==> config.mk <==
export PLATFORM = sky130hd
export DESIGN_NAME = rsd_status_regs
export DESIGN_NICKNAME = d
export VERILOG_FILES = /design/src/pkg/rsd_pkg.sv /design/src/core/rsd_status_regs.sv
export SDC_FILE = /design/constraint.sdc
export NUM_CORES = 1
export LEC_CHECK = 0
export ABC_AREA = 0
export BUFFER_PORTS_ARGS = -buffer_cell sky130_fd_sc_hd__buf_4
export CAP_MARGIN = 25
export CORE_UTILIZATION = 47
export DETAILED_ROUTE_END_ITERATION = 8
export GPL_TIMING_DRIVEN = 0
export PLACE_DENSITY = 0.87
export SYNTH_ARGS = -nofsm -noshare
export SYNTH_HDL_FRONTEND = slang
export SYNTH_SLANG_ARGS = --single-unit
==> constraint.sdc <==
create_clock -name pclk -period 3.5 [get_ports pclk]
set_clock_uncertainty 0.2 [all_clocks]
set_input_delay 0.35 -clock pclk [delete_from_list [all_inputs] [get_ports pclk]]
set_output_delay 0.35 -clock pclk [all_outputs]
set_load 0.1 [all_outputs]
==> src/pkg/rsd_pkg.sv <==
// constants for the reader status display register bank
package rsd_pkg;
   // register indices; byte address is four times the index
   localparam logic [7:0] IDX_PAGE    = 8'h29;
   localparam logic [7:0] IDX_GAIN    = 8'h2a;
   localparam logic [7:0] IDX_RSSI    = 8'h2b;
   localparam logic [7:0] IDX_CAL     = 8'h2c;
   localparam logic [7:0] IDX_IRQ_ST  = 8'h30;
   localparam logic [7:0] IDX_IRQ_MSK = 8'h31;
   localparam logic [1:0] WORD_ALIGN  = 2'h0;

   localparam logic [7:0] PAGE_RESET  = 8'h00;
   localparam logic [3:0] MASK_RESET  = 4'h0;

   // page register fields
   localparam int PG_CAL_HI = 5;
   localparam int PG_CAL_LO = 4;
   localparam int PG_STR_HI = 3;
   localparam int PG_STR_LO = 0;

   // gain register fields
   localparam int GN_PHASE  = 7;
   localparam int GN_AGC_HI = 6;
   localparam int GN_AGC_LO = 4;
   localparam int GN_CHAN   = 3;
   localparam int GN_CARR   = 2;
   localparam int GN_PLL    = 1;
   localparam int GN_OSC    = 0;

   // strength page codes
   localparam logic [3:0] STR_REALTIME = 4'h0;
   localparam logic [3:0] STR_NOISE    = 4'h2;
   localparam logic [3:0] STR_PILOT    = 4'h4;
   localparam logic [3:0] STR_DATA     = 4'h6;
   localparam logic [3:0] STR_PEAK     = 4'h8;
   localparam logic [3:0] STR_ICD_TIME = 4'hc;
   localparam logic [3:0] STR_ICD_LEN  = 4'hd;
   localparam logic [3:0] STR_ERR_TIME = 4'he;

   // cal/level page codes
   localparam logic [1:0] CAL_ATTEN = 2'h0;
   localparam logic [1:0] CAL_VCO   = 2'h1;
   localparam logic [1:0] RSV_ZERO  = 2'h0;
   localparam logic       VCO_ONE   = 1'b1;

   // interrupt status bits
   localparam int EV_CARR_LOST = 0;
   localparam int EV_PLL_LOST  = 1;
   localparam int EV_OSC_UP    = 2;
   localparam int EV_CHAN_SEL  = 3;
   localparam int EV_N         = 4;
endpackage : rsd_pkg

==> src/core/rsd_status_regs.sv <==
// apb register bank showing reader gain, health, strength and calibration status
//
// Implementation choice: register access over APB.
`timescale 1ns/1ps
`default_nettype none
module rsd_status_regs #(
   parameter int ADDR_W = 10
) (
   input  wire  logic              pclk,
   input  wire  logic              presetn,
   input  wire  logic              psel,
   input  wire  logic              penable,
   input  wire  logic              pwrite,
   input  wire  logic [ADDR_W-1:0] paddr,
   input  wire  logic [31:0]       pwdata,
   output logic       [31:0]       prdata,
   output logic                    pready,
   output logic                    pslverr,
   input  wire  logic              subc_in_phase,
   input  wire  logic [2:0]        agc_step,
   input  wire  logic              dec_chan,
   input  wire  logic              rx_start,
   input  wire  logic              tx_start,
   input  wire  logic              carrier_stable_flag,
   input  wire  logic              pll_lock_raw,
   input  wire  logic              osc_stable_raw,
   input  wire  logic [7:0]        rssi_realtime,
   input  wire  logic [7:0]        rssi_noise,
   input  wire  logic [7:0]        rssi_pilot,
   input  wire  logic [7:0]        rssi_data,
   input  wire  logic [7:0]        rssi_peak,
   input  wire  logic [7:0]        icd_time,
   input  wire  logic [7:0]        icd_length,
   input  wire  logic [7:0]        err_time,
   input  wire  logic [2:0]        atten_q,
   input  wire  logic [2:0]        atten_i,
   input  wire  logic [3:0]        vco_range,
   input  wire  logic [2:0]        vco_volt,
   output logic                    irq
);

   if (ADDR_W < 10) begin : g_bad_addr
      $error("ADDR_W must be at least 10");
   end

   localparam int NF = 3;

   // health flags come from analog blocks: two-flop synchronisers
   logic [NF-1:0] raw_flags;
   logic [NF-1:0] sync1_q;
   logic [NF-1:0] sync2_q;
   logic [NF-1:0] prev_q;

   assign raw_flags = {carrier_stable_flag, pll_lock_raw, osc_stable_raw};

   for (genvar i = 0; i < NF; i++) begin : g_sync
      always_ff @(posedge pclk or negedge presetn) begin
         if (!presetn) begin
            sync1_q[i] <= 1'b0;
            sync2_q[i] <= 1'b0;
            prev_q[i]  <= 1'b0;
         end else begin
            sync1_q[i] <= raw_flags[i];
            sync2_q[i] <= sync1_q[i];
            prev_q[i]  <= sync2_q[i];
         end
      end
   end

   logic carr_ok;
   logic pll_ok;
   logic osc_ok;
   assign carr_ok = sync2_q[2];
   assign pll_ok  = sync2_q[1];
   assign osc_ok  = sync2_q[0];

   // decoder channel latched at reception start, held through tx
   logic in_sel_q;
   logic in_sel_d;
   assign in_sel_d = rx_start ? dec_chan : in_sel_q;

   always_ff @(posedge pclk or negedge presetn) begin
      if (!presetn) begin
         in_sel_q <= 1'b0;
      end else begin
         in_sel_q <= in_sel_d;
      end
   end

   // address decode
   logic [7:0] idx;
   logic       aligned;
   logic       hit_page;
   logic       hit_gain;
   logic       hit_rssi;
   logic       hit_cal;
   logic       hit_st;
   logic       hit_msk;
   logic       hit_any;
   logic       setup;
   logic       wr_en;

   assign idx      = paddr[9:2];
   assign aligned  = paddr[1:0] == rsd_pkg::WORD_ALIGN;
   assign hit_page = aligned && idx == rsd_pkg::IDX_PAGE;
   assign hit_gain = aligned && idx == rsd_pkg::IDX_GAIN;
   assign hit_rssi = aligned && idx == rsd_pkg::IDX_RSSI;
   assign hit_cal  = aligned && idx == rsd_pkg::IDX_CAL;
   assign hit_st   = aligned && idx == rsd_pkg::IDX_IRQ_ST;
   assign hit_msk  = aligned && idx == rsd_pkg::IDX_IRQ_MSK;
   assign hit_any  = hit_page | hit_gain | hit_rssi | hit_cal | hit_st | hit_msk;
   assign setup    = psel && !penable;
   assign wr_en    = psel && penable && pwrite && pready;

   // page register and interrupt registers
   logic [7:0]            page_q;
   logic [7:0]            page_d;
   logic [rsd_pkg::EV_N-1:0] mask_q;
   logic [rsd_pkg::EV_N-1:0] mask_d;
   logic [rsd_pkg::EV_N-1:0] st_q;
   logic [rsd_pkg::EV_N-1:0] st_d;
   logic [rsd_pkg::EV_N-1:0] ev;
   logic [rsd_pkg::EV_N-1:0] st_clr;

   // status display addresses have no write path at all
   assign page_d = (wr_en && hit_page) ? pwdata[7:0] : page_q;
   assign mask_d = (wr_en && hit_msk) ? pwdata[rsd_pkg::EV_N-1:0] : mask_q;
   assign st_clr = (wr_en && hit_st) ? pwdata[rsd_pkg::EV_N-1:0] : '0;

   assign ev[rsd_pkg::EV_CARR_LOST] = prev_q[2] && !carr_ok;
   assign ev[rsd_pkg::EV_PLL_LOST]  = prev_q[1] && !pll_ok;
   assign ev[rsd_pkg::EV_OSC_UP]    = !prev_q[0] && osc_ok;
   assign ev[rsd_pkg::EV_CHAN_SEL]  = rx_start;

   // a new event outranks a clear in the same cycle
   assign st_d = (st_q & ~st_clr) | ev;

   always_ff @(posedge pclk or negedge presetn) begin
      if (!presetn) begin
         page_q <= rsd_pkg::PAGE_RESET;
         mask_q <= rsd_pkg::MASK_RESET;
         st_q   <= '0;
         irq    <= 1'b0;
      end else begin
         page_q <= page_d;
         mask_q <= mask_d;
         st_q   <= st_d;
         irq    <= |(st_d & mask_d);
      end
   end

   // page fields
   logic [1:0] cal_level_page_field;
   logic [3:0] strength_page_field;
   assign cal_level_page_field = page_q[rsd_pkg::PG_CAL_HI:rsd_pkg::PG_CAL_LO];
   assign strength_page_field  = page_q[rsd_pkg::PG_STR_HI:rsd_pkg::PG_STR_LO];

   // gain and health view
   logic [7:0] rd_gain;
   assign rd_gain[rsd_pkg::GN_PHASE] = subc_in_phase;
   assign rd_gain[rsd_pkg::GN_AGC_HI:rsd_pkg::GN_AGC_LO] = agc_step;
   assign rd_gain[rsd_pkg::GN_CHAN] = in_sel_q;
   assign rd_gain[rsd_pkg::GN_CARR] = carr_ok;
   assign rd_gain[rsd_pkg::GN_PLL]  = pll_ok;
   assign rd_gain[rsd_pkg::GN_OSC]  = osc_ok;

   // strength view: inputs already carry Q high nibble, I low nibble
   logic [7:0] rd_rssi;
   assign rd_rssi =
      (strength_page_field == rsd_pkg::STR_REALTIME) ? rssi_realtime :
      (strength_page_field == rsd_pkg::STR_NOISE)    ? rssi_noise    :
      (strength_page_field == rsd_pkg::STR_PILOT)    ? rssi_pilot    :
      (strength_page_field == rsd_pkg::STR_DATA)     ? rssi_data     :
      (strength_page_field == rsd_pkg::STR_PEAK)     ? rssi_peak     :
      (strength_page_field == rsd_pkg::STR_ICD_TIME) ? icd_time      :
      (strength_page_field == rsd_pkg::STR_ICD_LEN)  ? icd_length    :
      (strength_page_field == rsd_pkg::STR_ERR_TIME) ? err_time      :
      8'h00;

   // paged calibration/level view; pages above 01 read zero here
   logic [7:0] rd_atten;
   logic [7:0] vco_range_and_voltage;
   logic [7:0] rd_cal;
   assign rd_atten = {rsd_pkg::RSV_ZERO, atten_q, atten_i};
   assign vco_range_and_voltage = {vco_range, rsd_pkg::VCO_ONE, vco_volt};
   assign rd_cal =
      (cal_level_page_field == rsd_pkg::CAL_ATTEN) ? rd_atten :
      (cal_level_page_field == rsd_pkg::CAL_VCO)   ? vco_range_and_voltage :
      8'h00;

   logic [31:0] rd_word;
   assign rd_word =
      hit_page ? {24'h000000, page_q} :
      hit_gain ? {24'h000000, rd_gain} :
      hit_rssi ? {24'h000000, rd_rssi} :
      hit_cal  ? {24'h000000, rd_cal} :
      hit_st   ? {28'h0000000, st_q} :
      hit_msk  ? {28'h0000000, mask_q} :
      32'h00000000;

   // apb answer: data sampled in setup, ready in first access cycle
   logic        rdy_d;
   logic [31:0] prdata_d;
   logic        err_d;
   assign rdy_d    = setup;
   assign prdata_d = (setup && !pwrite) ? rd_word : prdata;
   assign err_d    = setup ? !hit_any : (pready ? 1'b0 : pslverr);

   always_ff @(posedge pclk or negedge presetn) begin
      if (!presetn) begin
         pready  <= 1'b0;
         prdata  <= 32'h00000000;
         pslverr <= 1'b0;
      end else begin
         pready  <= rdy_d;
         prdata  <= prdata_d;
         pslverr <= err_d;
      end
   end
endmodule : rsd_status_regs
`default_nettype wire

==> flow_summary.yaml, run 1 <==
cells_and_area:
  area_growth_pct: 45.28
  fin_area_sq_um: 3870
  drive_above_1_share: 0.4082
  diodes: 0
  fillers: 474
  nets: 574
  seqCellArea_sq_um: 925.9
  multi_input_area_sq_um: 1559
synthesis:
  avgSynthCellArea_sq_um: 9.314
  yosysTopAreaCell: "dfrtp_1"
  synthFlopType: "dfrtp_1"
  synthCells: 286
  synth_top_area_frac: 0.3476
  synth_area_leaders: "dfrtp_1 35%, mux2i_1 7.1%, buf_4 6.8%"
  yosysSeqAreaShare: 0.3476
  syn_area_sq_um: 2664
  synth-seq-cells: 37
  yosysWarnings: 0
  async_reset_ff_frac: 1.000
  post_synth_num_cell_types: 56
  synth-edff-count: 0
setup_path:
  crit_top_cell: "clkbuf_1"
  cp-end-kind: "flip-flop"
  critical_path.max_fanout: 10
  cp.required_ns: 3.52
  path_class: "flip-flop to flip-flop"
  arrival_ns: 2.36
  cp_slowest_cell: "clkbuf_1"
  cp_cell_sequence: "clkbuf_1 -> buf_2 -> clkbuf_1 -> a2111oi_0 -> or3_1 -> a21oi_1"
  worst_path_largest_cell_delay_ns: 0.38
  cp-start-kind: "flip-flop"
global_route:
  antenna_found_initial: 0
  grt_max_degree: 38
  grt_pass1_vias: 2756
  grt_pass1_wl_mm: 13.27
  grt_usage: 0.2808
  grt_overflow_total: 0
drt:
  via_per_inst: 5.630
  drc: 0
  wl_per_cell_um: 16.36
  wl_mm: 8.393
  drt_pre_antenna_iters: 5
  drtAntennaViolNets: 0
  via_count: 2888
  drtIter0Drc: 187
placement:
  place_area_sq_um: 3734
  dp_hpwl_mm: 6.688
  globalplace.congestion: 0.9144
  port_buffers: 119
  dp_slack_ns: 0.9239
floorplan:
  boundaryPins: 169
  core_area_sq_um: 5473
  start_util: 0.4867
  die_w_um: 77.29
  die_y_um: 77.29
  die_area_sq_um: 5973
  row_count: 27
pwr:
  leakagePower_nw: 1.804
  powerDensity_nw_per_um2: 309.1
  ir_drop_v: 0.0002057
clock_tree:
  clock-sinks: 37
  clk_pin_slew_ns: 0.08
  cts_resized: 0
  clock_path_buffers: 2
  cts-root-buf: "clkbuf_8"
  htree_levels: 2
  cts_tree: "yes"
  numCtsBuffers: 5
  clk_latency_ns: 0.29
run_status:
  status: "complete, no violations"
timing:
  slew_violations: 0
  setup_viol: 0
  setup_slack_ns: 1.159
  rsz0062_at_grt: "no"
  timing.setup.tns_ns: 0
  tightest_slew_ns: 0.8335
  hold_viol_final: 0
  clock.fmax_ghz: 0.4272
  fin_crit_ns: 2.341
  timing.final.crit_share: 0.6689
  relSlewSlack: 0.4392
  hold_slack_ns: 0.08093
min_path:
  hold_path_class: "input pin to flip-flop"
run:
  cap_violations: 0
-- area by class of cell --
type | count | share of cell area
tap | 72 | 0.02328
sequential | 37 | 0.2393
clock inverter | 3 | 0.005820
clock buffer | 5 | 0.01778
timing repair buffer | 124 | 0.2425
inverter | 5 | 0.004850
buffer | 40 | 0.06369
multi-input combinational | 227 | 0.4028
-- worst paths after layout --
kind                                 start         end  slack [ns]  cells past startpoint
worst max-delay path             page_q[1]   prdata[3]        1.16                      6
worst min-delay path             pwdata[4]   page_q[4]        0.08                      2
worst max register to register   page_q[1]   prdata[3]        1.16                      6
worst min register to register  sync1_q[2]     carr_ok        0.16                      0
max in group asynchronous          presetn   page_q[7]        2.41                      2
min in group asynchronous          presetn  sync1_q[1]        0.36                      2
-- synth_stat cells (all sizes together), types with 3 or more instances --
cell      n
dfrtp    37
buf      30
mux2i    19
nor2     16
mux2     15
nand2    15
a21oi    11
clkbuf   10
nor2b     9
o22ai     9
a211oi    8
a21boi    8
nand4     7
o2bb2ai   7
nand2b    6
o21ai     6
a31oi     5
inv       5
nand3     5
nor3      4
nor4      4
or3       4
a2111oi   3
a22o      3
a32o      3
nand3b    3
o211ai    3
-- state kept, by name, summed over array words and instances, names as in the netlist --
name	flops
pll_ok	1
prev_q	3
prdata	8
irq	1
osc_ok	1
page_q	8
pready	1
pslverr	1
mask_q	4
sync1_q	3
in_sel_q	1
st_q	4
carr_ok	1
-- per-layer routing --
layer,track usage,share of wire,up-vias
met4,0.07925,0.020,0
met5,0,0,-
met2,0.4726,0.50,138
li1,-,-,1348
met1,0.3674,0.42,1387
met3,0.04881,0.061,15
-- logic make-up after synthesis --
logic type             after synthesis  synth area share
AND/OR/NAND/NOR                     88            0.1879
AO/OA/AOI/OAI                       80            0.2203
buffers and inverters               45           0.09958
flip-flops                          37            0.3476
multiplexers                        35            0.1433
other                                1          0.001408
-- power breakdown --
part / switching (mW) / leakage (nW) / internal, mW
registers: 0.0123 / 0.457 / 0.447
logic: 0.286 / 1.30 / 0.144
clock network: 0.166 / 0.0481 / 0.141
total: 0.464 / 1.80 / 0.732
-- placed cells by master, fill, tap and decap left out, types with 4 or more instances in the layout --
cell / netlist / final
dfrtp_1: 37 / 37
mux2_2: 15 / 15
a31oi_1: 5 / 5
o21ai_0: 6 / 6
nor4_1: 4 / 4
clkbuf_8: 0 / 5
nand2_1: 15 / 15
conb_1: 1 / 24
nor2b_1: 9 / 9
nand4_1: 7 / 7
buf_4: 24 / 143
clkbuf_1: 10 / 10
a21boi_0: 8 / 8
nand3_1: 5 / 5
mux2i_1: 19 / 19
buf_2: 5 / 5
nor3_1: 4 / 4
dlygate4sd3_1: 0 / 4
a21oi_1: 11 / 11
nor2_1: 16 / 16
a211oi_1: 8 / 8
inv_1: 5 / 5
nand2b_1: 6 / 6
o2bb2ai_1: 7 / 7
o22ai_1: 9 / 9
-- worst max-delay path, delay by kind of cell (launching register included) --
kind / cells / cell delay, ns
buffers and inverters: 3 / 1.05
and+or+nand+nor: 1 / 0.35
AOI/OAI and AO/OA: 2 / 0.33
DFF: 1 / 0.32
-- timing repair --
| action | 4_1_cts | 5_1_grt |
|---|---|---|
| endpoints found under the hold margin | 40 | 0 |
| buffers inserted | 0 | 0 |
| hold buffers | 4 | 0 |
-- through the flow --
| stage | total power [mW] | util | std cells |
|---|---|---|---|
| 2_1_floorplan | 0.7442 | - | 309 |
| 3_3_place_gp | 0.8874 | 0.6822 | 500 |
| 3_5_place_dp | 0.8920 | 0.6822 | 500 |
| 4_1_cts | 1.199 | 0.7062 | 512 |
| 5_1_grt | 1.238 | 0.7071 | 513 |
| 6_report | 1.196 | 0.7071 | 513 |
Power figures use the tool's default switching activity.
==> run 2, diff against run 1 <==
Settings changed: CORE_UTILIZATION 47 to 43, PLACE_DENSITY 0.87 to 0.81.
Clock period 3.5 ns to 2.2 ns, I/O delays scaled along.
==> run 2 against run 1 <==
  * Routed wire length decreased by 0.61%
  * Flip-flop and latch count unchanged
  * Sequential power rose by 59%
  * Critical endpoint is now prdata[4]
  * Largest cell class unchanged
  * Largest power group unchanged
==> flow_summary.yaml, run 2 (synthesized netlist as in run 1, its figures left out) <==
run_status:
  status: "complete, no violations"
setup_path:
  r2r_start: "page_q[1]"
  cp.required_ns: 2.22
  path_class: "flip-flop to flip-flop"
  cp-end-kind: "flip-flop"
  cp-start-kind: "flip-flop"
  arrival_ns: 2.12
  cp-startpoint: "page_q[1]"
  crit_top_cell: "a31oi_1"
  critical_path.max_fanout: 10
  cp_slowest_cell: "dfrtp_2"
  cp_cell_sequence: "nor2b_1 -> clkbuf_1 -> o2bb2ai_1 -> a31oi_1 -> a2111o_1 -> a31oi_1"
  worst_path_largest_cell_delay_ns: 0.48
timing:
  clock.fmax_ghz: 0.4752
  rsz0062_at_grt: "no"
  relSlewSlack: 0.4783
  slew_violations: 0
  timing.setup.tns_ns: 0
  setup_viol: 0
  hold_viol_final: 0
  fin_crit_ns: 2.104
  tightest_slew_ns: 0.7796
  timing.final.crit_share: 0.9565
  hold_slack_ns: 0.009046
clock_tree:
  clock-sinks: 37
  cts_tree: "yes"
  clk_latency_ns: 0.29
  htree_levels: 2
  cts-root-buf: "clkbuf_8"
  numCtsBuffers: 5
  clk_pin_slew_ns: 0.07
  clock_path_buffers: 2
cells_and_area:
  instances_no_fill: 526
  layout_commonest_cell: "buf_4"
  nets: 584
  fin_area_sq_um: 4016
  area_growth_pct: 50.77
  final_cell_mix: "143 x buf_4, 35 x dfrtp_1, 24 x conb_1, 19 x mux2i_1, 16 x nor2_1"
  seqCellArea_sq_um: 928.4
  diodes: 0
  drive_above_1_share: 0.4102
  fillers: 513
  multi_input_area_sq_um: 1570
  reg_top3: "page_q: 8 flops, prdata: 8 flops"
floorplan:
  die_area_sq_um: 6513
  core_area_sq_um: 5956
  row_count: 28
  boundaryPins: 169
  die_w_um: 80.71
  start_util: 0.4473
  die_y_um: 80.71
pwr:
  leakagePower_nw: 1.862
  ir_drop_v: 0.0004069
  clockPowerShare: 0.289
  seq_power_share: 0.363
  power_mw: 2.017
  p_switching_mw: 0.7225
  powerDensity_nw_per_um2: 502.3
  swShare: 0.3581
  p_int_mw: 1.295
  p_comb_frac: 0.349
global_route:
  grt_usage: 0.2492
  antenna_found_initial: 0
  grt_pass1_wl_mm: 12.28
  grt_pass1_vias: 2641
  grt_max_degree: 38
  grt_overflow_total: 0
min_path:
  worstHoldStart: "psel"
  hold_path_class: "input pin to flip-flop"
placement:
  globalplace.congestion: 0.8919
  place_area_sq_um: 3739
  dpl.cell_count: 503
  port_buffers: 119
  dp_hpwl_mm: 6.576
drt:
  wl_per_cell_um: 15.86
  drtIter0Drc: 207
  drc: 0
  drtAntennaViolNets: 0
  wl_mm: 8.342
  via_per_inst: 5.593
  drt_pre_antenna_iters: 6
  via_count: 2942
run:
  cap_violations: 0
[run 2: cell types whose count changed in the layout (fill, tap and decap cells not counted), sizes merged]
cell,change
bufinv,+1
clkbuf,+1
clkinv,-2
dlygate4sd3,+11
buf,-1
[run 2: worst max-delay path, delay by kind of cell, from the launching register on]
family	cells	cell delay (ns)
compound gates	4	0.86
buf+inv	1	0.36
flops	1	0.48
simple gates	1	0.12
[run 2: area by class of cell]
| type | instances | share of cell area |
|---|---|---|
| clock inverters | 2 | 0.009657 |
| clock buffers | 6 | 0.01807 |
| plain buffers | 39 | 0.06106 |
| inverters | 5 | 0.004673 |
| repair buffers | 135 | 0.2611 |
| flip-flops and latches | 37 | 0.2312 |
| multi-input cells | 227 | 0.3910 |
| well taps | 75 | 0.02336 |
[run 2: metal layers]
layer / share of wire / track usage
met5: 0 / 0
met4: 0.020 / 0.05536
met3: 0.069 / 0.03864
met2: 0.52 / 0.4424
met1: 0.39 / 0.3172
[run 2: what timing repair did]
item	4_1_cts	5_1_grt
endpoints found under the setup margin	6	8
resized for setup	1	4
endpoints found under the hold margin	49	2
hold buffers	13	2
buffers inserted	0	0
[run 2: through the flow]
stage                 util  worst slack [ns]
floorplan                -          0.008665
global placement    0.6277           -0.1997
detailed placement  0.6277           -0.2478
CTS                 0.6685         0.0003377
global route        0.6744           0.01580
finish              0.6744           0.09565
[run 2: path summary, 6_finish.rpt]
check / to / slack, ns / cells after the start
min in group asynchronous: page_q[1] / 0.23 / 2
min reg2reg: carr_ok / 0.15 / 0
max in group asynchronous: pready / 1.23 / 2
min: pready / 0.009 / 3
max: prdata[4] / 0.1 / 6
max reg2reg: prdata[4] / 0.1 / 6
[run 2: power groups by stage]
stage,clock [mW],sequential (mW),combinational (mW)
global route,0.614,0.734,0.736
finish,0.582,0.732,0.703
global placement,0,0.743,0.669
CTS,0.591,0.731,0.696
floorplan,0,0.890,0.294
detailed placement,0,0.744,0.675
==> run 3, diff against run 2 <==
Settings changed: CORE_UTILIZATION 43 to 35, PLACE_DENSITY 0.81 to 0.68, REMOVE_ABC_BUFFERS from default to 1, SETUP_SLACK_MARGIN from default to 0.15.
==> run 3 against run 2 <==
  * Die area increased by 22%
  * Non-clock buffer count decreased by 31
  * Worst hold slack improved by 0.0075 ns
  * Flip-flop and latch count unchanged
  * Sequential share of layout area increased by 0.56 points
  * Via count decreased by 5.3%
  * First-iteration DRC count decreased by 28%
  * Maximum frequency increased by 5.1%
  * Cell count decreased by 1.3%
  * Register-to-register slack improved by 0.10 ns
  * Critical endpoint is now irq
==> flow_summary.yaml, run 3 (synthesized netlist as in run 1, its figures left out) <==
run_status:
  status: "complete, no violations"
floorplan:
  row_count: 31
  start_util: 0.3653
  die_area_sq_um: 7964
  die_y_um: 89.24
  boundaryPins: 169
  die_w_um: 89.24
  core_area_sq_um: 7292
cells_and_area:
  reg_top3: "page_q: 8 flops, prdata: 8 flops"
  final_cell_mix: "125 x buf_4, 33 x dfrtp_1, 24 x conb_1, 19 x mux2i_1, 16 x dlygate4sd3_1"
  drive_above_1_share: 0.4095
  layout_commonest_cell: "buf_4"
  instances_no_fill: 519
  area_growth_pct: 48.00
  nets: 553
  utilization: 0.5407
  diodes: 0
  fillers: 673
timing:
  timing.setup.tns_ns: 0
  hold_viol_final: 0
  rsz0062_at_grt: "yes"
  fin_crit_ns: 2.003
  relSlewSlack: 0.4939
  setup_viol: 0
  tightest_slew_ns: 0.7563
  clock.fmax_ghz: 0.4994
  hold_slack_ns: 0.01651
  slew_violations: 0
  timing.final.crit_share: 0.9102
pwr:
  leakagePower_nw: 1.737
  ir_drop_v: 0.0003801
  powerDensity_nw_per_um2: 507.4
  power_mw: 2.000
drt:
  drc: 0
  via_count: 2785
  via_per_inst: 5.366
  drt_pre_antenna_iters: 4
  drtIter0Drc: 149
  wl_per_cell_um: 15.58
  wl_mm: 8.087
  drtAntennaViolNets: 0
clock_tree:
  clock_path_buffers: 2
  numCtsBuffers: 5
  cts_tree: "yes"
  clk_latency_ns: 0.30
  htree_levels: 2
  cts-root-buf: "clkbuf_8"
  clk_pin_slew_ns: 0.08
  clock-sinks: 37
global_route:
  grt_usage: 0.1998
  grt_max_degree: 38
  antenna_found_initial: 0
  grt_pass1_vias: 2519
  grt_pass1_wl_mm: 11.97
  grt_overflow_total: 0
placement:
  globalplace.congestion: 0.8040
  dp_hpwl_mm: 6.098
  dpl.cell_count: 489
  port_buffers: 119
setup_path:
  worst_path_largest_cell_delay_ns: 0.38
  critical_path.max_fanout: 4
  cp.required_ns: 2.18
  path_class: "flip-flop to flip-flop"
  cp-end-kind: "flip-flop"
  cp_cell_sequence: "and4_4 -> nand4_1 -> mux2_4 -> a22o_1 -> a211o_1"
  arrival_ns: 1.98
  cp-start-kind: "flip-flop"
  cp_slowest_cell: "mux2_4"
run:
  cap_violations: 0
min_path:
  hold_path_class: "input pin to flip-flop"
## run 3: cell count changes in the layout (fill, tap and decap cells not counted), moves of 2 or more
cell      delta
buf_2        -4
buf_4       -18
clkbuf_1     -8
clkbuf_2     -3
dfrtp_1      -2
nor4_1       -3
nor4_2       +2
or4_1        -2
or4_4        +2
## run 3: stage by stage
stage | area, sq um | worst slack [ns]
after global routing | 3943 | 0.1248
final | 3943 | 0.1975
after CTS | 3889 | 0.1558
after global placement | 3521 | -0.6340
after floorplan | 2504 | -0.2788
after detailed placement | 3553 | -0.2558
## run 3: final timing paths
path,startpoint,endpoint,slack (ns),cells after the start
worst min register to register,sync1_q[0],osc_ok,0.15,0
min in group asynchronous,presetn,sync1_q[1],0.23,2
worst max register to register,pready,irq,0.20,5
max in group asynchronous,presetn,page_q[1],1.21,2
worst min-delay path,rssi_realtime[6],prdata[6],0.02,3
worst max-delay path,pready,irq,0.20,5
## run 3: report_power, final
part | internal [mW] | switching [mW]
clock | 0.340 | 0.259
sequential | 0.711 | 0.0184
combinational | 0.216 | 0.456
total | 1.27 | 0.734
## run 3: final cells by class
| type | instances | area (sq um) | share of cell area |
|---|---|---|---|
| tap | 99 | 123.9 | 0.03142 |
| clock buffer | 6 | 72.57 | 0.01841 |
| inverter | 5 | 18.77 | 0.004760 |
| sequential | 37 | 933.4 | 0.2368 |
| clock inverter | 2 | 38.79 | 0.009838 |
| multi-input combinational | 227 | 1624 | 0.4119 |
| timing repair buffer | 143 | 1131 | 0.2869 |
## run 3: routing by layer
| layer | vias to the layer above | wire [um] | global-route usage |
|---|---|---|---|
| met3 | 13 | 412 | 0.03232 |
| met1 | 1360 | 3478 | 0.2658 |
| met2 | 102 | 4071 | 0.3345 |
| met5 | - | 0 | 0 |
| met4 | 0 | 125 | 0.06061 |
| li1 | 1310 | - | - |
## run 3: critical path: cells and delay by family (launching register included)
family	cells	cell delay [ns]
and+or+nand+nor	2	0.46
AOI/OAI and AO/OA	2	0.46
muxes	1	0.38
DFF	1	0.37
## run 3: timing repair
item,CTS,global route
endpoints found under the hold margin,53,0
cloned,0,0
resized for setup,10,10
hold buffers,16,0
buffers inserted,4,2
endpoints found under the setup margin,17,8
pin swaps,0,3
